### src/pkg/hse_defs.svh
`ifndef HSE_DEFS_SVH
`define HSE_DEFS_SVH

// register pointers seen over the serial bus
`define HSE_REG_CFG 8'h06
`define HSE_REG_LATCH_PG 8'h07
`define HSE_REG_LATCH_OC 8'h08
`define HSE_REG_LIVE 8'h09
`define HSE_REG_CTRL 8'h0A

// latched power-good / timeout register fields
`define HSE_PG_HI_BIT 4
`define HSE_FLT_HI_BIT 5
`define HSE_PG_LO_BIT 6
`define HSE_FLT_LO_BIT 7

// latched overcurrent register fields
`define HSE_OC_HI_BIT 4
`define HSE_FTR_HI_BIT 5
`define HSE_OC_LO_BIT 6
`define HSE_FTR_LO_BIT 7

// live status register fields
`define HSE_BS_HI_BIT 3
`define HSE_PS_HI_BIT 4
`define HSE_BS_LO_BIT 5
`define HSE_GS_LO_BIT 7

// configuration and control fields
`define HSE_CFG_XDIS_BIT 7
`define HSE_CTRL_HI_EN_BIT 0
`define HSE_CTRL_LO_EN_BIT 1
`define HSE_CTRL_HI_BLEED_BIT 2
`define HSE_CTRL_LO_BLEED_BIT 3

// reset values
`define HSE_CFG_RST 8'h00
`define HSE_CTRL_RST 8'h00
`define HSE_LATCH_RST 8'h00

// serial bus; the device address value is arbitrary
`define HSE_BITS_PER_BYTE 4'h8
`define HSE_LAST_RD_BIT 4'h7
`define HSE_DEV_ADDR_RST 7'h2A

`endif

### src/pkg/hse_pkg.sv
/*
 Types shared by the hot-swap status and enable logic.
 Assumes hse_defs.svh is on the include path.
*/
package hse_pkg;

   typedef enum logic [6:0] {
      HSE_IDLE  = 7'h01,
      HSE_ADDR  = 7'h02,
      HSE_ACK_A = 7'h04,
      HSE_WR    = 7'h08,
      HSE_ACK_W = 7'h10,
      HSE_RD    = 7'h20,
      HSE_RD_AK = 7'h40
   } hse_state_type;

   typedef struct packed {
      hse_state_type st;
      logic scl_p;
      logic sda_p;
      logic [3:0] cnt;
      logic [7:0] sh;
      logic rw;
      logic first;
      logic [7:0] ptr;
      logic sda_oe;
      logic [7:0] cfg;
      logic [7:0] ctrl;
      logic [7:0] lat_pg;
      logic [7:0] lat_oc;
      logic hi_on;
      logic lo_on;
      logic xconn;
   } hse_regs_type;

endpackage : hse_pkg

### src/verilog/hse_top.sv
/*
 Status and enable logic of a two-rail hot-swap controller with a
 serial (two-wire) register port: latched and live status registers,
 channel enable gating, bleed-down gating and cross-connect shutoff.
 Assumes comparator inputs and the bus pins are synchronous to
 i_clk_sys, and that i_resetn is the power-on reset.
*/
// Functional notes
// hi rail current limit sets latched overcurrent bit 4.
// hi rail fast trip sets latched bit 5.
// lo rail gate drop sets latched overcurrent bit 6.
// lo rail fast trip sets latched bit 7.
// latched flags hold until their register is read.
// turn-on sets the overcurrent flags; host reads twice after turn-on.
// live bit 3 high while hi rail block gate commanded high.
// live bit 4 low while hi rail pass gate above timer start.
// live bit 5 low while lo rail pass FET commanded on.
// live bit 7 low while lo rail gate drive exceeds 1.75 V.
// live register is read-only, unlatched, no read side effect.
// both rails held off while in power-up reset.
// power-on reset loads every register with its default.
// a rail runs only with its pin and enable bit both active.
// lo rail enable pin active high, floating reads asserted.
// bleed bit blocks turn-on until output below about 100 mV.
// lo output below 2.85 V shuts hi rail unless disabled.
// power-good and timeout flags sit in register 7 bits 4..7.
// timeout flags latch on timer expiry until register 7 read.
// after cross-connect trip hi rail waits for enable bit cycle.
// clear-on-read acts after the byte completes; set beats clear.
// spare bits read zero; writes to status registers ignored. The config and control registers keep and return all 8 written bits.
`timescale 1ns/1ps
`include "hse_defs.svh"

module hse_top
   import hse_pkg::*;
#(
   parameter logic [6:0] DEV_ADDR = `HSE_DEV_ADDR_RST
) (
   input wire logic i_clk_sys,
   input wire logic i_resetn,
   input wire logic i_ce,
   input wire logic i_scl,
   input wire logic i_sda,
   output logic o_sda_o,
   output logic o_sda_oe,
   input wire logic i_hi_rail_enable_pin,
   input wire logic i_lo_rail_enable_pin,
   input wire logic i_hi_pass_below_timer,
   input wire logic i_hi_fast_trip,
   input wire logic i_lo_gate_below_timer,
   input wire logic i_lo_fast_trip,
   input wire logic i_hi_rail_output_pg_low,
   input wire logic i_lo_rail_output_pg_low,
   input wire logic i_hi_timer_expired,
   input wire logic i_lo_timer_expired,
   input wire logic i_hi_rail_block_gate_drive,
   input wire logic i_lo_pass_on_cmd,
   input wire logic i_lo_gate_drive_ok,
   input wire logic i_hi_rail_output_below_bleed,
   input wire logic i_lo_rail_output_below_bleed,
   input wire logic i_lo_rail_output_below_xconn,
   output logic o_hi_rail_on,
   output logic o_lo_rail_on
);

   hse_regs_type r_r;
   hse_regs_type r_nxt;

   logic scl_rise;
   logic scl_fall;
   logic bus_start;
   logic bus_stop;
   logic rd_done;
   logic clr_pg;
   logic clr_oc;
   logic [7:0] set_pg;
   logic [7:0] set_oc;
   logic hi_up;
   logic lo_up;
   logic xconn_trip;
   logic hi_on_nxt;
   logic lo_on_nxt;
   logic [7:0] rd_v;

   // read mux, also used when reloading the next read byte
   function automatic logic [7:0] rd_byte(input hse_regs_type r, input logic [7:0] ptr);
      logic [7:0] v;
      v = 8'h00;
      case (ptr)
         `HSE_REG_CFG: v = r.cfg;
         `HSE_REG_CTRL: v = r.ctrl;
         `HSE_REG_LATCH_PG: v = r.lat_pg & 8'hF0;
         `HSE_REG_LATCH_OC: v = r.lat_oc & 8'hF0;
         `HSE_REG_LIVE: begin
            // live, no storage, so reading has no side effect; see
            v[`HSE_BS_HI_BIT] = i_hi_rail_block_gate_drive;
            v[`HSE_PS_HI_BIT] = i_hi_pass_below_timer;
            v[`HSE_BS_LO_BIT] = ~i_lo_pass_on_cmd;
            v[`HSE_GS_LO_BIT] = ~i_lo_gate_drive_ok;
         end
         default: v = 8'h00;
      endcase
      return v;
   endfunction : rd_byte

   assign scl_rise = i_scl & ~r_r.scl_p;
   assign scl_fall = ~i_scl & r_r.scl_p;
   assign bus_start = i_scl & r_r.scl_p & r_r.sda_p & ~i_sda;
   assign bus_stop = i_scl & r_r.scl_p & ~r_r.sda_p & i_sda;

   // clear only once the master has clocked the acknowledge bit; see
   assign rd_done = i_ce & (r_r.st == HSE_RD_AK) & scl_rise;
   assign clr_pg = rd_done & (r_r.ptr == `HSE_REG_LATCH_PG);
   assign clr_oc = rd_done & (r_r.ptr == `HSE_REG_LATCH_OC);

   // channel enables; pin, bit, bleed gate and cross-connect
   assign xconn_trip = r_r.hi_on & ~r_r.cfg[`HSE_CFG_XDIS_BIT] & i_lo_rail_output_below_xconn;
   assign hi_on_nxt = i_hi_rail_enable_pin & r_r.ctrl[`HSE_CTRL_HI_EN_BIT]
      & (r_r.hi_on | ~r_r.ctrl[`HSE_CTRL_HI_BLEED_BIT] | i_hi_rail_output_below_bleed)
      & ~xconn_trip & ~r_r.xconn;
   // pull-up on the pin lives in the pad; a floating pin arrives here as 1
   assign lo_on_nxt = i_lo_rail_enable_pin & r_r.ctrl[`HSE_CTRL_LO_EN_BIT]
      & (r_r.lo_on | ~r_r.ctrl[`HSE_CTRL_LO_BLEED_BIT] | i_lo_rail_output_below_bleed);
   assign hi_up = hi_on_nxt & ~r_r.hi_on;
   assign lo_up = lo_on_nxt & ~r_r.lo_on;

   always_comb begin
      set_oc = 8'h00;
      set_oc[`HSE_OC_HI_BIT] = i_hi_pass_below_timer | hi_up;
      set_oc[`HSE_FTR_HI_BIT] = i_hi_fast_trip | hi_up;
      set_oc[`HSE_OC_LO_BIT] = i_lo_gate_below_timer | lo_up;
      set_oc[`HSE_FTR_LO_BIT] = i_lo_fast_trip | lo_up;
      set_pg = 8'h00;
      set_pg[`HSE_PG_HI_BIT] = i_hi_rail_output_pg_low | hi_up;
      set_pg[`HSE_FLT_HI_BIT] = i_hi_timer_expired;
      set_pg[`HSE_PG_LO_BIT] = i_lo_rail_output_pg_low | lo_up;
      set_pg[`HSE_FLT_LO_BIT] = i_lo_timer_expired;
   end

   always_comb begin
      r_nxt = r_r;
      rd_v = rd_byte(r_r, r_r.ptr);
      r_nxt.scl_p = i_scl;
      r_nxt.sda_p = i_sda;
      // set wins over the read clear; see
      r_nxt.lat_oc = (r_r.lat_oc & {8{~clr_oc}}) | set_oc;
      r_nxt.lat_pg = (r_r.lat_pg & {8{~clr_pg}}) | set_pg;
      r_nxt.hi_on = hi_on_nxt;
      r_nxt.lo_on = lo_on_nxt;
      // trip stays latched until software drops the enable bit, trip wins; see
      if (xconn_trip) begin
         r_nxt.xconn = 1'b1;
      end else if (!r_r.ctrl[`HSE_CTRL_HI_EN_BIT]) begin
         r_nxt.xconn = 1'b0;
      end
      if (bus_start) begin
         r_nxt.st = HSE_ADDR;
         r_nxt.cnt = 4'h0;
         r_nxt.sda_oe = 1'b0;
      end else if (bus_stop) begin
         r_nxt.st = HSE_IDLE;
         r_nxt.sda_oe = 1'b0;
      end else begin
         case (r_r.st)
            HSE_IDLE: begin
               r_nxt.sda_oe = 1'b0;
            end
            HSE_ADDR, HSE_WR: begin
               if (scl_rise) begin
                  r_nxt.sh = {r_r.sh[6:0], i_sda};
                  r_nxt.cnt = r_r.cnt + 4'h1;
               end else if (scl_fall && r_r.cnt == `HSE_BITS_PER_BYTE) begin
                  if (r_r.st == HSE_ADDR) begin
                     if (r_r.sh[7:1] == DEV_ADDR) begin
                        r_nxt.rw = r_r.sh[0];
                        r_nxt.sda_oe = 1'b1;
                        r_nxt.st = HSE_ACK_A;
                     end else begin
                        r_nxt.st = HSE_IDLE;
                     end
                  end else begin
                     r_nxt.sda_oe = 1'b1;
                     r_nxt.st = HSE_ACK_W;
                     if (r_r.first) begin
                        r_nxt.ptr = r_r.sh;
                     end else if (r_r.ptr == `HSE_REG_CFG) begin
                        r_nxt.cfg = r_r.sh;
                     end else if (r_r.ptr == `HSE_REG_CTRL) begin
                        r_nxt.ctrl = r_r.sh;
                     end
                     // status registers ignore writes; see
                  end
               end
            end
            HSE_ACK_A: begin
               if (scl_fall) begin
                  r_nxt.cnt = 4'h0;
                  if (r_r.rw) begin
                     r_nxt.sh = rd_v;
                     r_nxt.sda_oe = ~rd_v[7];
                     r_nxt.st = HSE_RD;
                  end else begin
                     r_nxt.sda_oe = 1'b0;
                     r_nxt.first = 1'b1;
                     r_nxt.st = HSE_WR;
                  end
               end
            end
            HSE_ACK_W: begin
               if (scl_fall) begin
                  r_nxt.sda_oe = 1'b0;
                  r_nxt.cnt = 4'h0;
                  r_nxt.first = 1'b0;
                  r_nxt.st = HSE_WR;
               end
            end
            HSE_RD: begin
               if (scl_fall) begin
                  if (r_r.cnt == `HSE_LAST_RD_BIT) begin
                     r_nxt.sda_oe = 1'b0;
                     r_nxt.st = HSE_RD_AK;
                  end else begin
                     r_nxt.cnt = r_r.cnt + 4'h1;
                     r_nxt.sh = {r_r.sh[6:0], 1'b0};
                     r_nxt.sda_oe = ~r_r.sh[6];
                  end
               end
            end
            HSE_RD_AK: begin
               // pointer does not advance; repeat reads return the same register
               if (scl_rise) begin
                  r_nxt.rw = ~i_sda;
               end else if (scl_fall) begin
                  if (r_r.rw) begin
                     r_nxt.cnt = 4'h0;
                     r_nxt.sh = rd_v;
                     r_nxt.sda_oe = ~rd_v[7];
                     r_nxt.st = HSE_RD;
                  end else begin
                     r_nxt.st = HSE_IDLE;
                  end
               end
            end
            default: begin
               r_nxt.st = HSE_IDLE;
               r_nxt.sda_oe = 1'b0;
            end
         endcase
      end
   end

   always_ff @(posedge i_clk_sys) begin
      if (!i_resetn) begin
         // power-on defaults, rails off while held; see
         r_r.st <= HSE_IDLE;
         r_r.scl_p <= 1'b1;
         r_r.sda_p <= 1'b1;
         r_r.cnt <= 4'h0;
         r_r.sh <= 8'h00;
         r_r.rw <= 1'b0;
         r_r.first <= 1'b0;
         r_r.ptr <= 8'h00;
         r_r.sda_oe <= 1'b0;
         r_r.cfg <= `HSE_CFG_RST;
         r_r.ctrl <= `HSE_CTRL_RST;
         r_r.lat_pg <= `HSE_LATCH_RST;
         r_r.lat_oc <= `HSE_LATCH_RST;
         r_r.hi_on <= 1'b0;
         r_r.lo_on <= 1'b0;
         r_r.xconn <= 1'b0;
      end else if (i_ce) begin
         r_r <= r_nxt;
      end
   end

   assign o_sda_o = 1'b0;
   assign o_sda_oe = r_r.sda_oe;
   assign o_hi_rail_on = r_r.hi_on;
   assign o_lo_rail_on = r_r.lo_on;
endmodule : hse_top
### config.mk
export PLATFORM = sky130hd
export DESIGN_NAME = hse_top
export DESIGN_NICKNAME = d
export VERILOG_FILES = /design/src/pkg/hse_pkg.sv /design/src/verilog/hse_top.sv
export VERILOG_INCLUDE_DIRS = /design/src /design/src/pkg
export SDC_FILE = /design/constraint.sdc
export NUM_CORES = 1
export LEC_CHECK = 0
export BUFFER_PORTS_ARGS = -buffer_cell sky130_fd_sc_hd__buf_2
export CAP_MARGIN = 10
export CELL_PAD_IN_SITES_DETAIL_PLACEMENT = 1
export CELL_PAD_IN_SITES_GLOBAL_PLACEMENT = 2
export CORE_MARGIN = 2
export CORE_UTILIZATION = 36
export DETAILED_ROUTE_END_ITERATION = 8
export PLACE_DENSITY_LB_ADDON = 0.1
export SKIP_LAST_GASP = 1
export SYNTH_ARGS = -nofsm -noshare
export SYNTH_HDL_FRONTEND = slang
export SYNTH_SLANG_ARGS = --single-unit
### constraint.sdc
create_clock -name i_clk_sys -period 3.4 [get_ports i_clk_sys]
set_input_delay 0.68 -clock i_clk_sys [delete_from_list [all_inputs] [get_ports i_clk_sys]]
set_output_delay 0.68 -clock i_clk_sys [all_outputs]
set_load 0.05 [all_outputs]
==> results of run 1 <==
[metrics by stage]
stage	hold WS [ps]	instances	worst slack (ps)
2_1_floorplan	428	437	828
3_3_place_gp	444	571	601
3_5_place_dp	460	571	552
4_1_cts	469	587	636
5_1_grt	486	587	307
6_report	462	587	637
[Yosys cell counts (3+ instances only)]
library cell,n,share of area
mux2i_1,33,0.094
xor2_1,4,0.010
a211oi_1,6,0.013
nand3_1,11,0.016
o221ai_1,4,0.010
nand2b_1,4,0.0071
o21ai_0,35,0.050
nand2_1,39,0.042
nand4_1,8,0.014
nor4_1,4,0.0071
clkbuf_1,23,0.025
a21oi_1,25,0.036
a221oi_1,4,0.010
a22oi_1,8,0.017
nand3b_1,4,0.0086
inv_1,16,0.017
or3_1,5,0.0089
nor2_1,52,0.056
buf_2,3,0.0043
nor3_1,8,0.011
or4_1,7,0.015
o211ai_1,5,0.011
nor2b_1,10,0.018
o31ai_1,3,0.0064
buf_6,3,0.0096
dfxtp_1,59,0.34
or2_2,3,0.0054
[layout by cell type, fill, tap and decap left out, types with 10 or more instances in the layout]
master / instances
nor2b_1: 10
clkbuf_8: 11
dfxtp_1: 59
buf_2: 23
a21oi_1: 25
inv_1: 16
mux2i_1: 33
o21ai_0: 35
nor2_1: 52
nand3_1: 11
nand2_1: 39
buf_4: 10
[sequential cells by signal, summed over array words and instances, names as in the netlist]
signal / count
r_r: 56
o_hi_rail_on: 1
o_lo_rail_on: 1
o_sda_oe: 1
[how the worst max path moves through the flow]
stage | from | to | cells after the start
global placement | i_sda | r_r[34] | 7
floorplan | i_sda | r_r[27] | 7
finish | r_r[61] | r_r[51] | 6
global route | r_r[61] | r_r[51] | 6
detailed placement | i_sda | r_r[19] | 7
CTS | r_r[61] | r_r[51] | 6
[where the power goes]
| group | switching [mW] | leakage (nW) | internal, mW | total (mW) |
|---|---|---|---|---|
| sequential | 0.0120 | 0.478 | 0.702 | 0.714 |
| clock | 0.285 | 0.113 | 0.452 | 0.737 |
| combinational | 0.0761 | 0.797 | 0.0381 | 0.114 |
[layer usage]
layer | part of all wire | routed length (µm)
met5 | 0 | 0
met4 | 0.030 | 336
met3 | 0.024 | 274
met2 | 0.48 | 5410
met1 | 0.47 | 5260
[cell families after synthesis]
kind of cell             synth area share
AO/OA/AOI/OAI                       0.208
multiplexers                       0.0974
buffers and inverters              0.0621
flip-flops                          0.337
other                             0.00107
adder cells (fa/ha/maj)           0.00713
XOR/XNOR                           0.0171
AND/OR/NAND/NOR                     0.270
[final cells by class]
cell class	instances	area, µm²
timing repair buffer	33	190
sequential	59	1180
clock buffer	12	155
clock inverter	4	72.6
fill	1194	5660
multi-input combinational	329	2110
inverter	17	63.8
tap	133	166
[worst max-delay path: cells and delay by family (launching register included)]
family	cells	cell delay, ps
AOI/OAI and AO/OA	4	1040
DFF	1	440
and+or+nand+nor	2	1200
==> flow_metrics.env, run 1 <==
export IMPL_outcome="finished, final reports clean"
export IMPL_track_usage=0.229
export IMPL_r2r_worst_path_cells=6
export IMPL_cp_cell_sequence="nor3_1 -> nand3_1 -> a21oi_1 -> o21ai_0 -> a21o_1 -> a21oi_1"
export IMPL_grt_use_met3=0.0407
export IMPL_antenna_diode_count=0
export IMPL_syn_to_final_growth_pct=12.3
export IMPL_ios=25
export IMPL_reg2reg_slack_ps=640
export IMPL_grt_max_degree=37
export IMPL_p_leak_nw=1.39
export IMPL_htree_levels=3
export IMPL_finalCritPeriodShare=0.813
export IMPL_port_buffer_count=23
export IMPL_holdCritPathClass="flip-flop to flip-flop"
export IMPL_cts_sinks=59
export IMPL_synth_cell_area_um2=3510
export IMPL_hold_viol_final=0
export IMPL_nets=472
export IMPL_finalSetupTns_ps=0
export IMPL_die_y_um=103
export IMPL_slowest_delay_ps=610
export IMPL_dp_hpwl_mm=8.40
export IMPL_clock_latency_ps=340
export IMPL_wirelength_mm=11.3
export IMPL_rr_startpoint="r_r[61]"
export IMPL_grt_pass1_wl_mm=18.2
export IMPL_holdPathEnd="r_r[7]"
export IMPL_busiest_layer="met2"
export IMPL_hold_buffers=0
export IMPL_clockBufferDepth=2
export IMPL_clk_pin_slew_worst_paths_ps=80
export IMPL_first_global_vias=3270
export IMPL_cp_max_fo=13
export IMPL_core_area_um2=9590
export IMPL_met1_usage=0.306
export IMPL_synthFlopType="dfxtp_1"
export IMPL_fin_area_um2=3940
export IMPL_fp_row_count=36
export IMPL_setup_violations=0
export IMPL_fp_dieArea_um2=10500
export IMPL_cap_violations=0
export IMPL_holdPathStages=2
export IMPL_drv_slew=0
export IMPL_post_cts_setup_buffer_count=0
export IMPL_endpoint_kind="flip-flop"
export IMPL_drive_above_1_share=0.152
export IMPL_crit_type="flip-flop to flip-flop"
export IMPL_synthCells=437
export IMPL_avgRoutedWirePerCell_um=19.2
export IMPL_p_per_area_nw_per_um2=397
export IMPL_vias=3335
export IMPL_worstMarginPinSlew_ps=807
export IMPL_placed_cell_area_um2=3710
export IMPL_asyncSetResetFlopFracSynth=0
export IMPL_gp_congestion=0.850
export IMPL_antenna_found_initial=0
export IMPL_cts_tree="built"
export IMPL_numCtsBuffers=9
export IMPL_critPathLaunchType="flip-flop"
export IMPL_yosys_warnings=0
export IMPL_antenna_left=0
export IMPL_cts_root_buffer="clkbuf_8"
export IMPL_cp_arrival_ps=3030
export IMPL_clock_fmax_ghz=0.362
export IMPL_first_pass_iters=4
export IMPL_ys_seq_area_frac=0.337
export IMPL_peakVddDrop_v=0.000210
export IMPL_start_util=0.366
export IMPL_grt_ovfl_total=0
export IMPL_drcViolationCount=0
export IMPL_cpMostUsedCell="a21oi_1"
export IMPL_ys_ff_latch=59
export IMPL_relSlewSlack=0.457
export IMPL_synth_cell_types=65
export IMPL_syn_num_nets=460
export IMPL_postSynthAreaPerCell_um2=8.03
export IMPL_drt_iter0_markers=103
export IMPL_clock_skew_ps=13.3
export IMPL_vias_per_cell=5.68
export IMPL_period_needed_ps=2760
export IMPL_slowest_stage="nor3_1"
export IMPL_dieWidth_um=103
export IMPL_rsz0062_at_grt="no"
export IMPL_total_power_mw=1.57
export IMPL_worstReg2RegEnd="r_r[51]"
export IMPL_post_cts_resized=0
export IMPL_fin_util=0.410
export IMPL_use_met2=0.365
export IMPL_crit_required_ps=3670
export IMPL_synth_edf_count=0
export IMPL_hold_path_startpoint="r_r[7]"
Note: power is estimated with default switching activity, not from simulation.
==> run 2, diff against run 1 <==
==> constraint.sdc (replaced) <==
create_clock -name i_clk_sys -period 2.8 [get_ports i_clk_sys]
set_input_delay 0.56 -clock i_clk_sys [delete_from_list [all_inputs] [get_ports i_clk_sys]]
set_output_delay 0.56 -clock i_clk_sys [all_outputs]
set_load 0.05 [all_outputs]
==> flow_metrics.env, run 2 (synthesized netlist as in run 1, its figures left out) <==
export IMPL_port_buffer_count=23
export IMPL_multi_input_area_um2=2110
export IMPL_period_needed_ps=2490
export IMPL_first_pass_iters=4
export IMPL_clk_pin_slew_worst_paths_ps=70
export IMPL_holdCritPathClass="flip-flop to flip-flop"
export IMPL_grt_ovfl_total=0
export IMPL_endpoint_kind="flip-flop"
export IMPL_fp_row_count=36
export IMPL_cp_arrival_ps=2690
export IMPL_clock_latency_ps=350
export IMPL_avgRoutedWirePerCell_um=18.8
export IMPL_post_cts_setup_buffer_count=0
export IMPL_largest_register_ff_count=56
export IMPL_vias_per_cell=5.54
export IMPL_ff_latch_area_um2=1180
export IMPL_cp_max_fo=11
export IMPL_p_leak_nw=1.49
export IMPL_drcViolationCount=0
export IMPL_final_cell_mix="dfxtp_1 (59), nor2_1 (52), nand2_1 (39), buf_4 (36), o21ai_0 (35)"
export IMPL_dieWidth_um=103
export IMPL_cap_violations=0
export IMPL_hold_viol_final=0
export IMPL_grt_pass1_wl_mm=18.6
export IMPL_antenna_left=0
export IMPL_grt_max_degree=41
export IMPL_clockBufferDepth=2
export IMPL_cts_tree="built"
export IMPL_vias=3396
export IMPL_critPathLaunchType="flip-flop"
export IMPL_drt_iter0_markers=149
export IMPL_finalSetupTns_ps=0
export IMPL_antenna_diode_count=0
export IMPL_wirelength_mm=11.5
export IMPL_finalCritPeriodShare=0.889
export IMPL_cts_root_buffer="clkbuf_8"
export IMPL_outcome="finished, final reports clean"
export IMPL_rsz0062_at_grt="no"
export IMPL_fp_dieArea_um2=10500
export IMPL_clock_skew_ps=12.5
export IMPL_final_common_cell="dfxtp_1"
export IMPL_antenna_found_initial=0
export IMPL_syn_to_final_growth_pct=16.5
export IMPL_track_usage=0.234
export IMPL_fin_hold_ws_ps=463
export IMPL_gp_congestion=0.823
export IMPL_total_power_mw=1.74
export IMPL_drive_above_1_share=0.200
export IMPL_largest_register="r_r"
export IMPL_worstMarginPinSlew_ps=745
export IMPL_post_cts_resized=0
export IMPL_dp_hpwl_mm=8.68
export IMPL_ios=25
export IMPL_relSlewSlack=0.503
export IMPL_die_y_um=103
export IMPL_htree_levels=3
export IMPL_fillers=1194
export IMPL_p_per_area_nw_per_um2=427
export IMPL_nets=498
export IMPL_numCtsBuffers=9
export IMPL_cts_sinks=59
export IMPL_start_util=0.366
export IMPL_core_area_um2=9590
export IMPL_hold_buffers=0
export IMPL_reg2reg_slack_ps=310
export IMPL_crit_required_ps=3000
export IMPL_setup_violations=0
export IMPL_drv_slew=0
export IMPL_first_global_vias=3401
export IMPL_peakVddDrop_v=0.000201
export IMPL_final_cells=613
export IMPL_place_inst=597
export IMPL_clock_fmax_ghz=0.402
export IMPL_crit_type="flip-flop to flip-flop"
==> run 2: power by group <==
group          internal [mW]  total, mW  switching (mW)
clock                  0.333      0.732           0.398
combinational         0.0542      0.151          0.0964
sequential             0.851      0.863          0.0111
total                   1.24       1.74           0.506
==> run 2: routing by layer <==
metal | track usage | part of all wire
met1 | 0.295 | 0.45
met2 | 0.403 | 0.50
met3 | 0.0447 | 0.024
met4 | 0.0769 | 0.022
met5 | 0 | 0
==> run 2: stage by stage <==
stage / instance area, µm² / worst slack, ps / utilization
2_1_floorplan: 3510 / 348 / -
3_3_place_gp: 3910 / 254 / 0.407
3_5_place_dp: 3910 / 233 / 0.407
4_1_cts: 4090 / 301 / 0.426
5_1_grt: 4090 / 129 / 0.426
6_report: 4090 / 310 / 0.426
==> run 2: worst paths after layout <==
path / from / end / cells past startpoint
hold / removal: r_r[9] / r_r[9] / 2
setup / recovery: r_r[62] / r_r[54] / 7
setup reg to reg: r_r[62] / r_r[54] / 7
hold reg to reg: r_r[9] / r_r[9] / 2
==> run 2: layout make-up <==
class,count,area share
Sequential cell,59,0.289
Inverter,17,0.0156
Clock inverter,7,0.0138
Clock buffer,9,0.0303
Timing Repair Buffer,59,0.0943
Tap cell,133,0.0407
Multi-Input combinational cell,329,0.516
==> run 2: worst max-delay path, stage by stage (launching register included) <==
cell       delay (ps)
dfxtp_1           430
or4_1             590
or4_1             620
o21ai_0           280
a2111oi_0         100
buf_4             160
o211ai_1           80
o31ai_1            90
